[src/utxpc_mem.sv]
module utxpc_mem #(
    parameter int W = 17,
    parameter int DEPTH = 128
) (
    input wire logic sys_clk_i,
    input wire logic wr_en_i,
    input wire logic [$clog2(DEPTH)-1:0] wr_addr_i,
    input wire logic [W-1:0] wr_data_i,
    input wire logic [$clog2(DEPTH)-1:0] rd_addr_i,
    output logic [W-1:0] rd_data_o
);
    // -----------------------------------------------------------------
    // storage
    // -----------------------------------------------------------------
    logic [W-1:0] mem [DEPTH]; // word plus parity bit
    logic [W-1:0] rd_data_ff; // registered read data

    // no reset on the array: contents are only read after being written
    always_ff @(posedge sys_clk_i) begin
        if (wr_en_i) begin
            mem[wr_addr_i] <= wr_data_i;
        end
        rd_data_ff <= mem[rd_addr_i];
    end

    assign rd_data_o = rd_data_ff;
endmodule

[config.mk]
export PLATFORM = sky130hd
export DESIGN_NAME = utxpc_mem
export DESIGN_NICKNAME = d
export VERILOG_FILES = /design/src/utxpc_mem.sv
export SDC_FILE = /design/constraint.sdc
export NUM_CORES = 2
export LEC_CHECK = 0
export BUFFER_PORTS_ARGS = -buffer_cell sky130_fd_sc_hd__buf_2
export CORE_UTILIZATION = 55
export DETAILED_ROUTE_END_ITERATION = 8
export PLACE_DENSITY = 0.72
export SYNTH_ARGS = -nofsm -noshare
export SYNTH_HDL_FRONTEND = slang
export SYNTH_SLANG_ARGS = --single-unit
[constraint.sdc]
create_clock -name sys_clk_i -period 4 [get_ports sys_clk_i]
set_input_delay 0.6 -clock sys_clk_i [delete_from_list [all_inputs] [get_ports sys_clk_i]]
set_output_delay 0.6 -clock sys_clk_i [all_outputs]
set_load 0.01 [all_outputs]
---- Yosys cells after proc, flatten, opt, wreduce, memory -nomap -nowiden ----
Memories as Yosys holds them, arrays and structs flattened. A register that Yosys moved wholly into a read port is not among the register bits.
Index checks and enable logic that the tools add are counted.
storage, ports and cells
  bits in writable memories ............... 2176
  output and inout bits ................... 17
  memories ................................ 1
  register bits after elaboration ......... 0
operators by class
  muxes and demuxes ....................... 2
memories
  name  depth  bits a word  rd ports  clocked after memory_dff  write ports  RTL line  RTL
  mem   128    17           1         1                         1            15        logic [W-1:0] mem [DEPTH];
operators by type and width
  operator  count
  $mux W1   2

---- Longest topological paths before layout ----
  word-level depth ........................ 2
  mapped depth ............................ 8
  gate-level depth less buffers ........... 4

---- Least setup slack after synthesis ----
No wires, ideal clock.
  path kind ............................... input port to flip-flop
  from .................................... input rd_addr_i[2]
  to ...................................... register rd_data_ff[0], in the netlist rd_data_o[0], read port of mem
  stages .................................. 8
  buffers on the path ..................... 4
  path slack .............................. 718 ps
  setup time .............................. 121 ps
  data required time ...................... 3879 ps
  data arrival time ....................... 3161 ps
  cells stage by stage .................... clkbuf_1 -> clkbuf_1 -> clkbuf_1 -> clkbuf_1 -> mux4_2 -> mux4_2 -> mux4_2 -> mux2_2
RTL lines
  item             RTL line  RTL
  start, declared  9         input wire logic [$clog2(DEPTH)-1:0] rd_addr_i,
  end, declared    16        logic [W-1:0] rd_data_ff;

==> reports/metrics.yaml <==
drv_cap: 0
ff2ff_setup_slack_ns: 1.46
yosys_warnings: 0
gp_routability_congestion: 0.8392
grt_max_degree: 102
switching_share_pct: 20.96
r2r_end: "rd_data_o[13]"
drive_above_1_share_pct: 35.42
drt-pass1-iter-count: 6
synth_top_cell_area_share_pct: 78.34
grt_pass1_vias: 39140
fmax_mhz: 358.3
fillCellCount: 9360
placeableCoreArea_mm2: 0.1501
io_pins: 50
seqPwrFrac_pct: 54.2
num_rows: 142
dp.cells: 5415
area_growth_pct: 13.41
post_cts_buffers: 0
synth_cells: 3269
synth_cell_type_count: 17
worstSetupStartpointType: "primary input"
cp.required_ns: 4.72
hold_viol_final: 0
grt_pass1_wl_um: 289900
power_frac_clock_pct: 40.7
whs_path_depth: 1
multi_input_area_mm2: 0.01702
postCtsResizedCells: 0
final_common_cell: "edfxtp_1"
grtUsageTotal_pct: 27.40
power_density_mw_per_mm2: 496.7
syn_nets: 3302
synth_area_leaders: "edfxtp_1, mux4_2, nor2_1"
final_cells: 5799
clk_pin_slew_ns: 0.06
finClkSkew_ns: 0.03511
final_nets: 3638
internal-power_uw: 37130
syn_area_mm2: 0.08341
clk_path_buf_depth: 3
num_vias: 38470
critPathMostFrequentCell: "mux4_2"
worst_slew_pin_slew_ns: 1.378
wirelength_um: 204300
synth_top_cell_by_area: "edfxtp_1"
antenna_found_initial: 25
die_area_mm2: 0.1532
grt_overflow: 0
worst_path_max_delay_cell: "mux4_2"
cts_tree: "built"
endpoint_kind: "flop"
p_sw_uw: 9848
path_delay_family: "multiplexers"
port_buffers: 49
clk_latency_ns: 0.83
status: "complete, no violations"
cp_data_arrival_time_ns: 3.51
peakVddDrop_mv: 0.4806
hpwl_um: 116400
worstHoldStart: "wr_data_i[10]"
clockRootBuffer: "clkbuf_16"
setup-tns-final_ns: 0
drtIter0Drc: 5547
detail-route-antenna-nets: 0
ys_seq_area_share_pct: 78.74
finalCritPeriodShare_pct: 69.77
clock-sinks: 2193
slew_viol_final: 0
viasPerCell: 6.633
relSlewSlack_pct: 8.130
ys_ff_latch: 2193
rsz0062_at_grt: "no"
min_path_type: "in2reg"
initial_core_util_pct: 55.56
die_h_um: 391.4
cts_buffers: 204
worstSetupPathType: "in2reg"
r2r-start: "mem[95][13]"
route.detailed.drc: 0
max_stage_delay_ns: 0.60
path_buf_inv: 4
worstPathCellList: "buf_8, buf_12, buf_12, buf_4, mux4_2, mux4_2, mux4_2, mux2_2"
r2r_cells: 4
die_w_um: 391.4
seq_area_mm2: 0.06568
final_cell_mix: "edfxtp_1, mux4_2, buf_4"
h-tree-depth: 4
leakage_uw: 0.02937
hold_path_end: "mem[39][10]"
syn_avg_cell_area_um2: 25.52
pwr-share-comb_pct: 5.1
wl_per_cell_um: 35.24
setup_violations: 0
critPathMaxFanout: 20
hold_buffers: 0
period_needed_ns: 2.791
==> stage by stage <==
step                      power [µW]  utilization (%)  hold WS (ns)  setup WS, ns  instance area, µm²
after floorplan                27150                -        0.6989        0.7185               83410
final                          46980            63.01        0.2185         1.209               94590
after global placement         28280            58.57         1.046        0.3998               87930
after CTS                      47200            62.99        0.1637         1.193               94570
after global routing           48130            62.99        0.1989         1.175               94570
after detailed placement       28360            58.57         1.065        0.4008               87930
==> registers in the layout, summed over array words and instances, names as in the netlist <==
register,count
rd_data_o,17
mem,2176
==> per-layer routing <==
layer / GRT usage, % / part of all wire (%) / wire, µm / vias to the layer above
met5: 0 / 0.047 / 97 / -
met4: 7.658 / 2.7 / 5493 / 16
met3: 7.380 / 12 / 25510 / 342
met2: 43.04 / 49 / 99280 / 2452
met1: 38.34 / 36 / 73950 / 20720
li1: - / - / - / 14940
==> synthesized netlist by cell type <==
master	count
nand4_1	3
nand3_1	12
clkbuf_1	111
buf_4	13
dfxtp_1	17
nor2b_1	7
nor2_1	122
edfxtp_1	2176
nor3_1	9
nand2b_1	2
buf_2	32
mux4_2	714
buf_6	2
mux2_2	17
nand2_1	14
or3_1	1
buf_1	17
==> worst max-delay path by stage <==
stage | depth (start not counted) | slack (ns) | end | startpoint
after CTS | 8 | 1.19 | rd_data_o[15] | rd_addr_i[0]
after floorplan | 8 | 0.72 | rd_data_o[0] | rd_addr_i[2]
final | 8 | 1.21 | rd_data_o[15] | rd_addr_i[0]
after global placement | 7 | 0.40 | rd_data_o[12] | rd_addr_i[0]
after detailed placement | 7 | 0.40 | rd_data_o[7] | rd_addr_i[0]
after global routing | 8 | 1.17 | rd_data_o[15] | rd_addr_i[0]
==> power by group through the flow <==
stage,Clock [µW],Sequential [µW],Combinational (µW)
after floorplan,0,25900,1240
after global placement,0,25900,2330
after detailed placement,0,26000,2400
after CTS,19300,25500,2410
after global routing,20200,25500,2500
final,19100,25500,2400
==> cell type report <==
class	instances	share of cell area, %
well taps	2016	2.667
diodes	8	0.02116
clock inverters	111	1.253
multi-input cells	901	17.99
repair buffers	305	2.864
clock buffers	265	5.768
flip-flops and latches	2193	69.44
==> cell families (layout without fill, tap and decap cells) <==
logic type	Yosys count	after routing	synth area share, %
other	0	8	0
muxes	731	731	19.51
DFF	2193	2193	78.74
buffers and inverters	175	681	0.9120
and+or+nand+nor	170	170	0.8355
Power figures use the tool's default switching activity.
